===== src/common/imt_consts.vh =====
`ifndef IMT_CONSTS_VH
`define IMT_CONSTS_VH

// ----------------------------------------------------------------------------
// register offsets
// ----------------------------------------------------------------------------
`define IMT_REG_CTRL        4'h0
`define IMT_REG_STATUS      4'h1
`define IMT_REG_RATE_DIV    4'h2
`define IMT_REG_AUX_GAIN    4'h3
`define IMT_REG_AUX_OFFS    4'h4
`define IMT_REG_AUX_SHIFT   4'h5
`define IMT_REG_GYRO_UNIT   4'h6
`define IMT_REG_CMD         4'h7
`define IMT_REG_AUX_OUT     4'h8

// ----------------------------------------------------------------------------
// control field positions
// ----------------------------------------------------------------------------
`define IMT_CTRL_EXT_TRIG   0
`define IMT_CTRL_SVC        1
`define IMT_CTRL_SVC_EXIT   2

// ----------------------------------------------------------------------------
// command codes written to the command register
// ----------------------------------------------------------------------------
`define IMT_CMD_RESET       8'h01
`define IMT_CMD_CONFIG      8'h02
`define IMT_CMD_PART        8'h03
`define IMT_CMD_SERIAL      8'h04
`define IMT_CMD_SVC_INIT    8'h05
`define IMT_CMD_SVC_NORMAL  8'h06

// ----------------------------------------------------------------------------
// datagram kinds
// ----------------------------------------------------------------------------
`define IMT_DG_MEAS         2'h0
`define IMT_DG_PART         2'h1
`define IMT_DG_SERIAL       2'h2
`define IMT_DG_CONFIG       2'h3

// ----------------------------------------------------------------------------
// status bits
// ----------------------------------------------------------------------------
`define IMT_STAT_STARTUP    6

// ----------------------------------------------------------------------------
// reset values and timing
// ----------------------------------------------------------------------------
`define IMT_RATE_DIV_RST    16'h0C35
`define IMT_AUX_GAIN_RST    16'h0100
`define IMT_AUX_SHIFT_RST   4'h2
`define IMT_CLK_MHZ         100
`define IMT_MAX_RATE_SPS    2000
`define IMT_GYRO_DLY_MS     5
`define IMT_GYRO_UNIT_DLY   4'h8
`define IMT_MAX_DIV         ((`IMT_CLK_MHZ * 1000000) / `IMT_MAX_RATE_SPS)
`define IMT_GYRO_DLY_SMP    ((`IMT_GYRO_DLY_MS * `IMT_MAX_RATE_SPS) / 1000)

`endif


===== src/rtl/imt_top.v =====
// Chosen here: the register offsets and strobed register access.
`timescale 1ns/1ps
`include "imt_consts.vh"

module imt_top #(
    parameter SETTLE_CYC  = 20000,          // reference settle time in cycles
    parameter STARTUP_SMP = 16'h0400,       // samples flagged as start-up
    parameter SETTLE_W    = 16              // width of the settle counter
) (
    input  wire        clock_in,           // 100 MHz system clock
    input  wire        srst_in,            // synchronous reset, active high
    input  wire        reset_low_input_in, // pin reset, active low
    input  wire        external_trigger_input_in, // trigger pin, falling edge
    input  wire [3:0]  addr_in,            // register index
    input  wire [31:0] wdata_in,           // register write data
    input  wire        wr_in,              // write strobe
    input  wire        rd_in,              // read strobe
    input  wire [23:0] aux_raw_in,         // aux converter result
    input  wire        aux_raw_valid_in,   // aux result strobe
    input  wire [23:0] gyro_raw_in,        // gyro sample, two's complement
    input  wire        tx_busy_in,         // serializer sending last datagram
    output reg  [31:0] rdata_out,          // register read data
    output reg         validity_strobe_out,// sync and transmit window; only the sample tick under trigger
    output reg         dg_start_out,       // one-cycle datagram request
    output reg  [1:0]  dg_kind_out,        // kind of requested datagram
    output reg  [23:0] gyro_word_out,      // gyro word for the datagram
    output reg  [23:0] aux_word_out,       // compensated aux word
    output reg  [7:0]  status_out,         // status byte for the datagram
    output reg  [1:0]  mode_out            // 0 init, 1 normal, 2 service
);

    localparam M_INIT = 2'h0;
    localparam M_NORM = 2'h1;
    localparam M_SVC  = 2'h2;

    localparam I_SETTLE = 2'h0;
    localparam I_SYNC   = 2'h1;
    localparam I_SEND   = 2'h2;
    localparam I_WAIT   = 2'h3;

    localparam [31:0] MAX_DIV_C = `IMT_MAX_DIV;
    localparam DLY_N = `IMT_GYRO_DLY_SMP;

    // ------------------------------------------------------------------------
    // registers held by software
    // ------------------------------------------------------------------------
    reg        ext_trig;
    reg [15:0] rate_div;
    reg [15:0] aux_gain;
    reg [23:0] aux_offs;
    reg [3:0]  aux_shift;
    reg [3:0]  gyro_unit;
    reg [7:0]  cmd;
    reg        cmd_pend;

    // ------------------------------------------------------------------------
    // internal state
    // ------------------------------------------------------------------------
    reg [SETTLE_W-1:0] settle_cnt;
    reg [1:0]  init_st;
    reg [1:0]  id_idx;
    reg [15:0] smp_cnt;
    reg        smp_tick;
    reg [15:0] startup_cnt;
    reg        startup;
    reg        trig_q;
    reg        busy;
    reg        rst_hold;
    reg [1:0]  req_kind;
    reg        req_pend;
    reg signed [39:0] aux_filt;
    reg [23:0] gyro_dly [0:DLY_N-1];
    wire [15:0] div_eff;
    wire        trig_fall;
    wire        hw_reset;
    wire signed [40:0] aux_scaled;

    // pin reset is level sensitive; pulled-up idle high is harmless
    assign hw_reset  = srst_in | ~reset_low_input_in;
    // trigger idles high, only a high to low step counts
    assign trig_fall = trig_q & ~external_trigger_input_in;
    // external trigger forces the internal rate to IMT_MAX_RATE_SPS (divider IMT_MAX_DIV), whatever rate_div holds
    assign div_eff   = ext_trig ? MAX_DIV_C[15:0] : rate_div;

    // ------------------------------------------------------------------------
    // register writes
    // ------------------------------------------------------------------------
    always @(posedge clock_in)
    begin
        if (srst_in)
        begin
            ext_trig  <= 1'b0;
            rate_div  <= `IMT_RATE_DIV_RST;
            aux_gain  <= `IMT_AUX_GAIN_RST;
            aux_offs  <= 24'h000000;
            aux_shift <= `IMT_AUX_SHIFT_RST;
            gyro_unit <= 4'h0;
            cmd       <= 8'h00;
            cmd_pend  <= 1'b0;
        end
        else
        begin
            if (wr_in && addr_in == `IMT_REG_CTRL)
                ext_trig <= wdata_in[`IMT_CTRL_EXT_TRIG];
            if (wr_in && addr_in == `IMT_REG_RATE_DIV && wdata_in[15:0] != 16'h0000)
                rate_div <= wdata_in[15:0];
            // filter and compensation are programmable only in service mode
            if (wr_in && mode_out == M_SVC && addr_in == `IMT_REG_AUX_GAIN)
                aux_gain <= wdata_in[15:0];
            if (wr_in && mode_out == M_SVC && addr_in == `IMT_REG_AUX_OFFS)
                aux_offs <= wdata_in[23:0];
            if (wr_in && mode_out == M_SVC && addr_in == `IMT_REG_AUX_SHIFT)
                aux_shift <= wdata_in[3:0];
            if (wr_in && addr_in == `IMT_REG_GYRO_UNIT)
                gyro_unit <= wdata_in[3:0];
            // a new command write wins over the clear of the old one
            if (wr_in && addr_in == `IMT_REG_CMD)
            begin
                cmd      <= wdata_in[7:0];
                cmd_pend <= 1'b1;
            end
            else if (cmd_pend)
                cmd_pend <= 1'b0;
        end
    end

    // ------------------------------------------------------------------------
    // register reads, data one cycle after the strobe
    // ------------------------------------------------------------------------
    always @(posedge clock_in)
    begin
        if (srst_in)
            rdata_out <= 32'h00000000;
        else if (rd_in)
        begin
            case (addr_in)
                `IMT_REG_CTRL:      rdata_out <= {31'h0, ext_trig};
                `IMT_REG_STATUS:    rdata_out <= {20'h00000, busy, id_idx, init_st,
                                                  mode_out, startup, status_out[3:0]};
                `IMT_REG_RATE_DIV:  rdata_out <= {16'h0000, rate_div};
                `IMT_REG_AUX_GAIN:  rdata_out <= {16'h0000, aux_gain};
                `IMT_REG_AUX_OFFS:  rdata_out <= {8'h00, aux_offs};
                `IMT_REG_AUX_SHIFT: rdata_out <= {28'h0000000, aux_shift};
                `IMT_REG_GYRO_UNIT: rdata_out <= {28'h0000000, gyro_unit};
                `IMT_REG_AUX_OUT:   rdata_out <= {8'h00, aux_word_out};
                default:            rdata_out <= 32'h00000000;
            endcase
        end
        else
            rdata_out <= 32'h00000000;
    end

    // ------------------------------------------------------------------------
    // sample tick; measurement never stops, in any mode
    // ------------------------------------------------------------------------
    always @(posedge clock_in)
    begin
        if (hw_reset)
        begin
            smp_cnt  <= 16'h0000;
            smp_tick <= 1'b0;
        end
        else if (smp_cnt >= div_eff - 16'h0001)
        begin
            smp_cnt  <= 16'h0000;
            smp_tick <= 1'b1;
        end
        else
        begin
            smp_cnt  <= smp_cnt + 16'h0001;
            smp_tick <= 1'b0;
        end
    end

    // ------------------------------------------------------------------------
    // gyro delay line; one stage per internal sample at the maximum rate
    // ------------------------------------------------------------------------
    genvar g;
    generate
        for (g = 0; g < DLY_N; g = g + 1)
        begin : g_dly
            always @(posedge clock_in)
            begin
                if (hw_reset)
                    gyro_dly[g] <= 24'h000000;
                else if (smp_tick)
                    gyro_dly[g] <= (g == 0) ? gyro_raw_in : gyro_dly[(g == 0) ? 0 : g - 1];
            end
        end
    endgenerate

    // ------------------------------------------------------------------------
    // aux: first-order low pass, then gain (8.8 fixed) and offset
    // ------------------------------------------------------------------------
    assign aux_scaled = ($signed(aux_filt[39:16]) * $signed({1'b0, aux_gain})) >>> 8;

    always @(posedge clock_in)
    begin
        if (hw_reset)
            aux_filt <= 40'sh0000000000;
        else if (aux_raw_valid_in)
            aux_filt <= aux_filt + (($signed({aux_raw_in, 16'h0000})
                        - aux_filt) >>> aux_shift);
    end

    // ------------------------------------------------------------------------
    // mode sequencing and datagram requests
    // ------------------------------------------------------------------------
    always @(posedge clock_in)
    begin
        if (hw_reset)
        begin
            mode_out     <= M_INIT;
            init_st      <= I_SETTLE;
            settle_cnt   <= {SETTLE_W{1'b0}};
            id_idx       <= 2'h0;
            startup      <= 1'b0;
            startup_cnt  <= 16'h0000;
            trig_q       <= 1'b1;
            busy         <= 1'b0;
            rst_hold     <= 1'b0;
            req_pend     <= 1'b0;
            req_kind     <= `IMT_DG_MEAS;
            dg_start_out <= 1'b0;
            dg_kind_out  <= `IMT_DG_MEAS;
        end
        else
        begin
            trig_q       <= external_trigger_input_in;
            dg_start_out <= 1'b0;
            rst_hold     <= tx_busy_in;
            // busy ends once the serializer has shifted the last bit
            if (busy && rst_hold && !tx_busy_in)
                busy <= 1'b0;
            if (startup && smp_tick)
            begin
                if (startup_cnt == STARTUP_SMP[15:0])
                    startup <= 1'b0;
                else
                    startup_cnt <= startup_cnt + 16'h0001;
            end
            case (mode_out)
                M_INIT:
                begin
                    case (init_st)
                        I_SETTLE:
                            if (settle_cnt == SETTLE_CYC[SETTLE_W-1:0])
                                init_st <= I_SYNC;
                            else
                                settle_cnt <= settle_cnt + 1'b1;
                        // resync channels on the next sample tick
                        I_SYNC:
                            if (smp_tick)
                                init_st <= I_SEND;
                        // init datagrams ignore the trigger setting
                        I_SEND:
                            if (!busy)
                            begin
                                dg_start_out <= 1'b1;
                                dg_kind_out  <= id_idx + 2'h1;
                                busy         <= 1'b1;
                                rst_hold     <= 1'b0;
                                init_st      <= I_WAIT;
                            end
                        I_WAIT:
                            if (!busy)
                            begin
                                if (id_idx == 2'h2)
                                begin
                                    mode_out    <= M_NORM;
                                    startup     <= 1'b1;
                                    startup_cnt <= 16'h0000;
                                end
                                else
                                begin
                                    id_idx  <= id_idx + 2'h1;
                                    init_st <= I_SEND;
                                end
                            end
                        default:
                            init_st <= I_SETTLE;
                    endcase
                end
                M_NORM:
                begin
                    // commands stay live in either trigger setting
                    if (cmd_pend)
                    begin
                        if (cmd == `IMT_CMD_RESET)
                        begin
                            mode_out   <= M_INIT;
                            init_st    <= I_SETTLE;
                            settle_cnt <= {SETTLE_W{1'b0}};
                            id_idx     <= 2'h0;
                            startup    <= 1'b0;
                        end
                        else if (cmd == `IMT_CMD_CONFIG)
                        begin
                            req_pend <= 1'b1;
                            req_kind <= `IMT_DG_CONFIG;
                        end
                        else if (cmd == `IMT_CMD_PART)
                        begin
                            req_pend <= 1'b1;
                            req_kind <= `IMT_DG_PART;
                        end
                        else if (cmd == `IMT_CMD_SERIAL)
                        begin
                            req_pend <= 1'b1;
                            req_kind <= `IMT_DG_SERIAL;
                        end
                        else if (cmd == `IMT_CMD_SVC_INIT || cmd == `IMT_CMD_SVC_NORMAL)
                            mode_out <= M_SVC;
                    end
                    else if (!busy && req_pend)
                    begin
                        dg_start_out <= 1'b1;
                        dg_kind_out  <= req_kind;
                        busy         <= 1'b1;
                        rst_hold     <= 1'b0;
                        req_pend     <= 1'b0;
                    end
                    // triggered: one datagram per edge, edges while busy dropped
                    else if (ext_trig ? (trig_fall && !busy)
                                      : (smp_tick && !busy))
                    begin
                        dg_start_out <= 1'b1;
                        dg_kind_out  <= `IMT_DG_MEAS;
                        busy         <= 1'b1;
                        rst_hold     <= 1'b0;
                    end
                end
                M_SVC:
                begin
                    if (cmd_pend && cmd == `IMT_CMD_SVC_INIT)
                    begin
                        mode_out   <= M_INIT;
                        init_st    <= I_SETTLE;
                        settle_cnt <= {SETTLE_W{1'b0}};
                        id_idx     <= 2'h0;
                    end
                    else if (cmd_pend && cmd == `IMT_CMD_SVC_NORMAL)
                    begin
                        mode_out <= M_NORM;
                        startup  <= 1'b0;
                    end
                end
                default:
                    mode_out <= M_INIT;
            endcase
        end
    end

    // ------------------------------------------------------------------------
    // datagram payload words and validity strobe
    // ------------------------------------------------------------------------
    always @(posedge clock_in)
    begin
        if (hw_reset)
        begin
            gyro_word_out       <= 24'h000000;
            aux_word_out        <= 24'h000000;
            status_out          <= 8'h00;
            validity_strobe_out <= 1'b0;
        end
        else
        begin
            // latest sample, or the delay line output when gyro_unit >= 8, is frozen as payload; word is msb-first 24-bit signed
            if (smp_tick)
                gyro_word_out <= (gyro_unit >= `IMT_GYRO_UNIT_DLY) ?
                                 gyro_dly[DLY_N-1] : gyro_raw_in;
            if (smp_tick)
                aux_word_out <= aux_scaled[23:0] + aux_offs;
            status_out <= {1'b0, startup, 6'h00};
            // sync edge on the tick; under trigger it only shows the sample clock
            if (smp_tick)
                validity_strobe_out <= 1'b1;
            else if (ext_trig || (!busy && !dg_start_out))
                validity_strobe_out <= 1'b0;
        end
    end

endmodule


===== config.mk =====
export PLATFORM = sky130hd
export DESIGN_NAME = imt_top
export DESIGN_NICKNAME = d
export VERILOG_FILES = /design/src/rtl/imt_top.v
export VERILOG_INCLUDE_DIRS = /design/src /design/src/common
export SDC_FILE = /design/constraint.sdc
export NUM_CORES = 2
export LEC_CHECK = 0
export BUFFER_PORTS_ARGS = -buffer_cell sky130_fd_sc_hd__buf_2
export CAP_MARGIN = 20
export CELL_PAD_IN_SITES_DETAIL_PLACEMENT = 1
export CELL_PAD_IN_SITES_GLOBAL_PLACEMENT = 2
export CORE_MARGIN = 3
export CORE_UTILIZATION = 40
export CTS_CLUSTER_SIZE = 20
export DETAILED_ROUTE_END_ITERATION = 6
export GPL_TIMING_DRIVEN = 0
export MAX_ROUTING_LAYER = met4
export PLACE_DENSITY_LB_ADDON = 0.15
export SLEW_MARGIN = 20
export SYNTH_ARGS = -nofsm -noshare
export SYNTH_HDL_FRONTEND = slang
export SYNTH_SLANG_ARGS = --single-unit

===== constraint.sdc =====
create_clock -name clock_in -period 11.27 [get_ports clock_in]
set_clock_uncertainty 0.05 [all_clocks]
set_input_delay 1.127 -clock clock_in [delete_from_list [all_inputs] [get_ports clock_in]]
set_output_delay 1.127 -clock clock_in [all_outputs]
set_load 0.05 [all_outputs]

==> flow_summary.ini <==
[status]
status = finished, final reports clean

[grt]
grt_pass1_wl_mm = 195
overflow = 0
grt_pass1_vias = 31805
grt_max_degree = 111
antenna_found_initial = 6
gr-usage-all-layers_pct = 26.7

[routing]
wirelength_mm = 129
vias = 30433
wl_per_cell_um = 22.8
ant_nets = 0
via_per_inst = 5.40
drt_iter0_drc = 2011
drc = 0
first_pass_iters = 5

[place]
dpl.hpwl_mm = 101
post-place-ws_ns = 1.54
port_buffers = 159
dp.cells = 5532
place_congestion = 0.865

[timing]
setup_tns_ns = 0
setup_viol = 0
slew_headroom_pct = 26.3
worstMarginPinSlew_ns = 1.10
rsz0062_at_grt = no
slew_violations = 0
timing.final.crit_share_pct = 86.4
finalCriticalPeriod_ns = 9.74
hold_violations = 0
setup_slack_ns = 1.53
fmax_mhz = 103

[worst_setup_path]
path_buf_inv = 5
path_common_cell = fa_1
cp.required_ns = 11.71
slowest_delay_ns = 0.77
worst_ep_arrival_time_ns = 10.18
critPathMaxFanout = 10
crit_path_end_kind = register
crit_slowest_cell = dfxtp_1
cp_top_family = adder cells
start_kind = register
worstSetupPathType = register to register

[clocking]
ctsResizeCount = 0
cts_buffers = 52
post_cts_buffers = 0
clock-sinks = 493
cts_hold_buf = 0
clockBufferDepth = 3
root_buffer = clkbuf_16
cts_tree = yes
clk_latency_ns = 0.63
path_clk_slew_ns = 0.06
h-tree-depth = 2

[yosys]
synth-edff-count = 240
synthArstFlopShare_pct = 0
ys_ff_latch = 493
yosysWarningCount = 0
ys_types = 79
synthFlopType = dfxtp_1
synthCells = 4101
synth.avg_cell_area_sq_um = 9.22
synth_area_sq_um = 37800
ys_seq_area_share_pct = 32.5

[cells_and_area]
final_nets = 4921
syn_to_final_growth_pct = 11.5
fillers = 10820
fin_cells = 5632
drive_above_1_share_pct = 7.22

[job]
drv_cap = 0

[floorplanning]
rows = 112
coreArea_sq_um = 93500
die_w_um = 313
dieArea_sq_um = 98300
io_pins = 186
dieHeight_um = 313
start_util_pct = 40.5

[hold_path]
min_path_type = register to register

[power]
p_leak_nw = 18.9
p_per_area_nw_per_um2 = 125
vdd_drop_max_uv = 123
## worst min-delay path, delay by kind of cell (launching register included)
kind	cells	cell delay, ns
compound gates	1	0.05
flops	1	0.31
buf+inv	1	0.05
## path summary, 6_finish.rpt
| path | startpoint | to | slack, ns | cells after the start |
|---|---|---|---|---|
| max | aux_filt[26] | aux_word_out[23] | 1.53 | 31 |
| min | req_kind[1] | req_kind[1] | 0.40 | 2 |
| max reg2reg | aux_filt[26] | aux_word_out[23] | 1.53 | 31 |
| min reg2reg | req_kind[1] | req_kind[1] | 0.40 | 2 |
## power breakdown
group          internal (mW)  switching [mW]
sequential              1.93          0.0858
clock                   1.08           0.766
combinational          0.529           0.896
## metrics by stage
stage / utilization [%] / power [mW] / instance area (sq um) / hold WS (ns)
floorplan: - / 3.03 / 37900 / 0.374
global placement: 43.0 / 3.47 / 40200 / 0.387
detailed placement: 43.1 / 3.48 / 40300 / 0.392
CTS: 45.1 / 5.32 / 42100 / 0.400
global route: 45.1 / 5.56 / 42200 / 0.420
finish: 45.1 / 5.29 / 42200 / 0.401
## per-layer routing
metal	vias to the layer above	wire, um	global-route usage (%)
met5	-	0	-
li1	14281	-	-
met2	628	61300	43.7
met4	0	4260	8.16
met3	177	5830	3.82
met1	15347	57100	34.5
## cells in the final DEF (no fill, tap or decap), types with 59 or more instances in the layout
master    synthesis  final
clkbuf_1        208    216
nand2_1         427    427
fa_1            299    299
ha_1            197    197
inv_1           460    459
nor2_1          315    314
dfxtp_1         253    253
buf_2             1    160
nand3_1          59     59
and3_1          270    270
xnor2_1         107    107
o21ai_0         106    106
mux2i_1         137    137
and2_1          161    161
edfxtp_1        240    240
xor2_1           59     59
a21oi_1         214    214
## cells by family after synthesis
family | Yosys count | synth area share (%)
simple gates | 1434 | 18.6
buf+inv | 709 | 7.19
compound gates | 639 | 10.8
fa+ha+maj | 496 | 22.3
flops | 493 | 32.5
xor+xnor | 166 | 3.85
mux | 163 | 4.80
other cells | 1 | 0.00992
## synthesized netlist by cell type, drive strengths merged (8+ instances only)
cell | count | area share (%)
a211o | 12 | 0.28
a211oi | 55 | 1.1
a21o | 54 | 1.1
a21oi | 214 | 2.8
a22oi | 41 | 0.81
a31oi | 22 | 0.36
and2 | 161 | 2.7
and3 | 270 | 4.5
buf | 39 | 0.54
clkbuf | 208 | 2.1
dfxtp | 253 | 13
edfxtp | 240 | 19
fa | 299 | 16
ha | 197 | 6.5
inv | 462 | 4.6
mux2 | 13 | 0.39
mux2i | 137 | 3.6
mux4 | 13 | 0.78
nand2 | 427 | 4.2
nand2b | 22 | 0.36
nand3 | 60 | 0.81
nand4 | 17 | 0.28
nor2 | 315 | 3.1
nor2b | 22 | 0.36
nor3 | 56 | 0.74
nor4 | 15 | 0.25
o211ai | 14 | 0.28
o21a | 18 | 0.36
o21ai | 109 | 1.5
o21bai | 15 | 0.30
o22ai | 11 | 0.18
o31ai | 8 | 0.16
or2 | 11 | 0.18
or3 | 32 | 0.53
xnor2 | 107 | 2.5
xor2 | 59 | 1.4
## area by class of cell
cell class                      instances  area [sq um]  area share [%]
Buffer                                247           988            2.34
Clock buffer                           71          1460            3.47
Inverter                              462          1740            4.13
Tap cell                             1254          1570            3.72
Clock inverter                         24           358           0.849
Sequential cell                       493         12300            29.1
Multi-Input combinational cell       2913         22900            54.3
Timing Repair Buffer                  164           878            2.08
Antenna cell                            4          10.0          0.0237
## flip-flops by register name, indices dropped and copies added (netlist names), 4 cells and up
register,count
aux_offs,24
startup_cnt,16
settle_cnt,16
aux_gain,16
cmd,8
aux_filt,40
smp_cnt,16
aux_word_out,24
rdata_out,24
rate_div,16
gyro_unit,4
aux_shift,4
gyro_dly,240
gyro_word_out,24
Power figures use the tool's default switching activity.
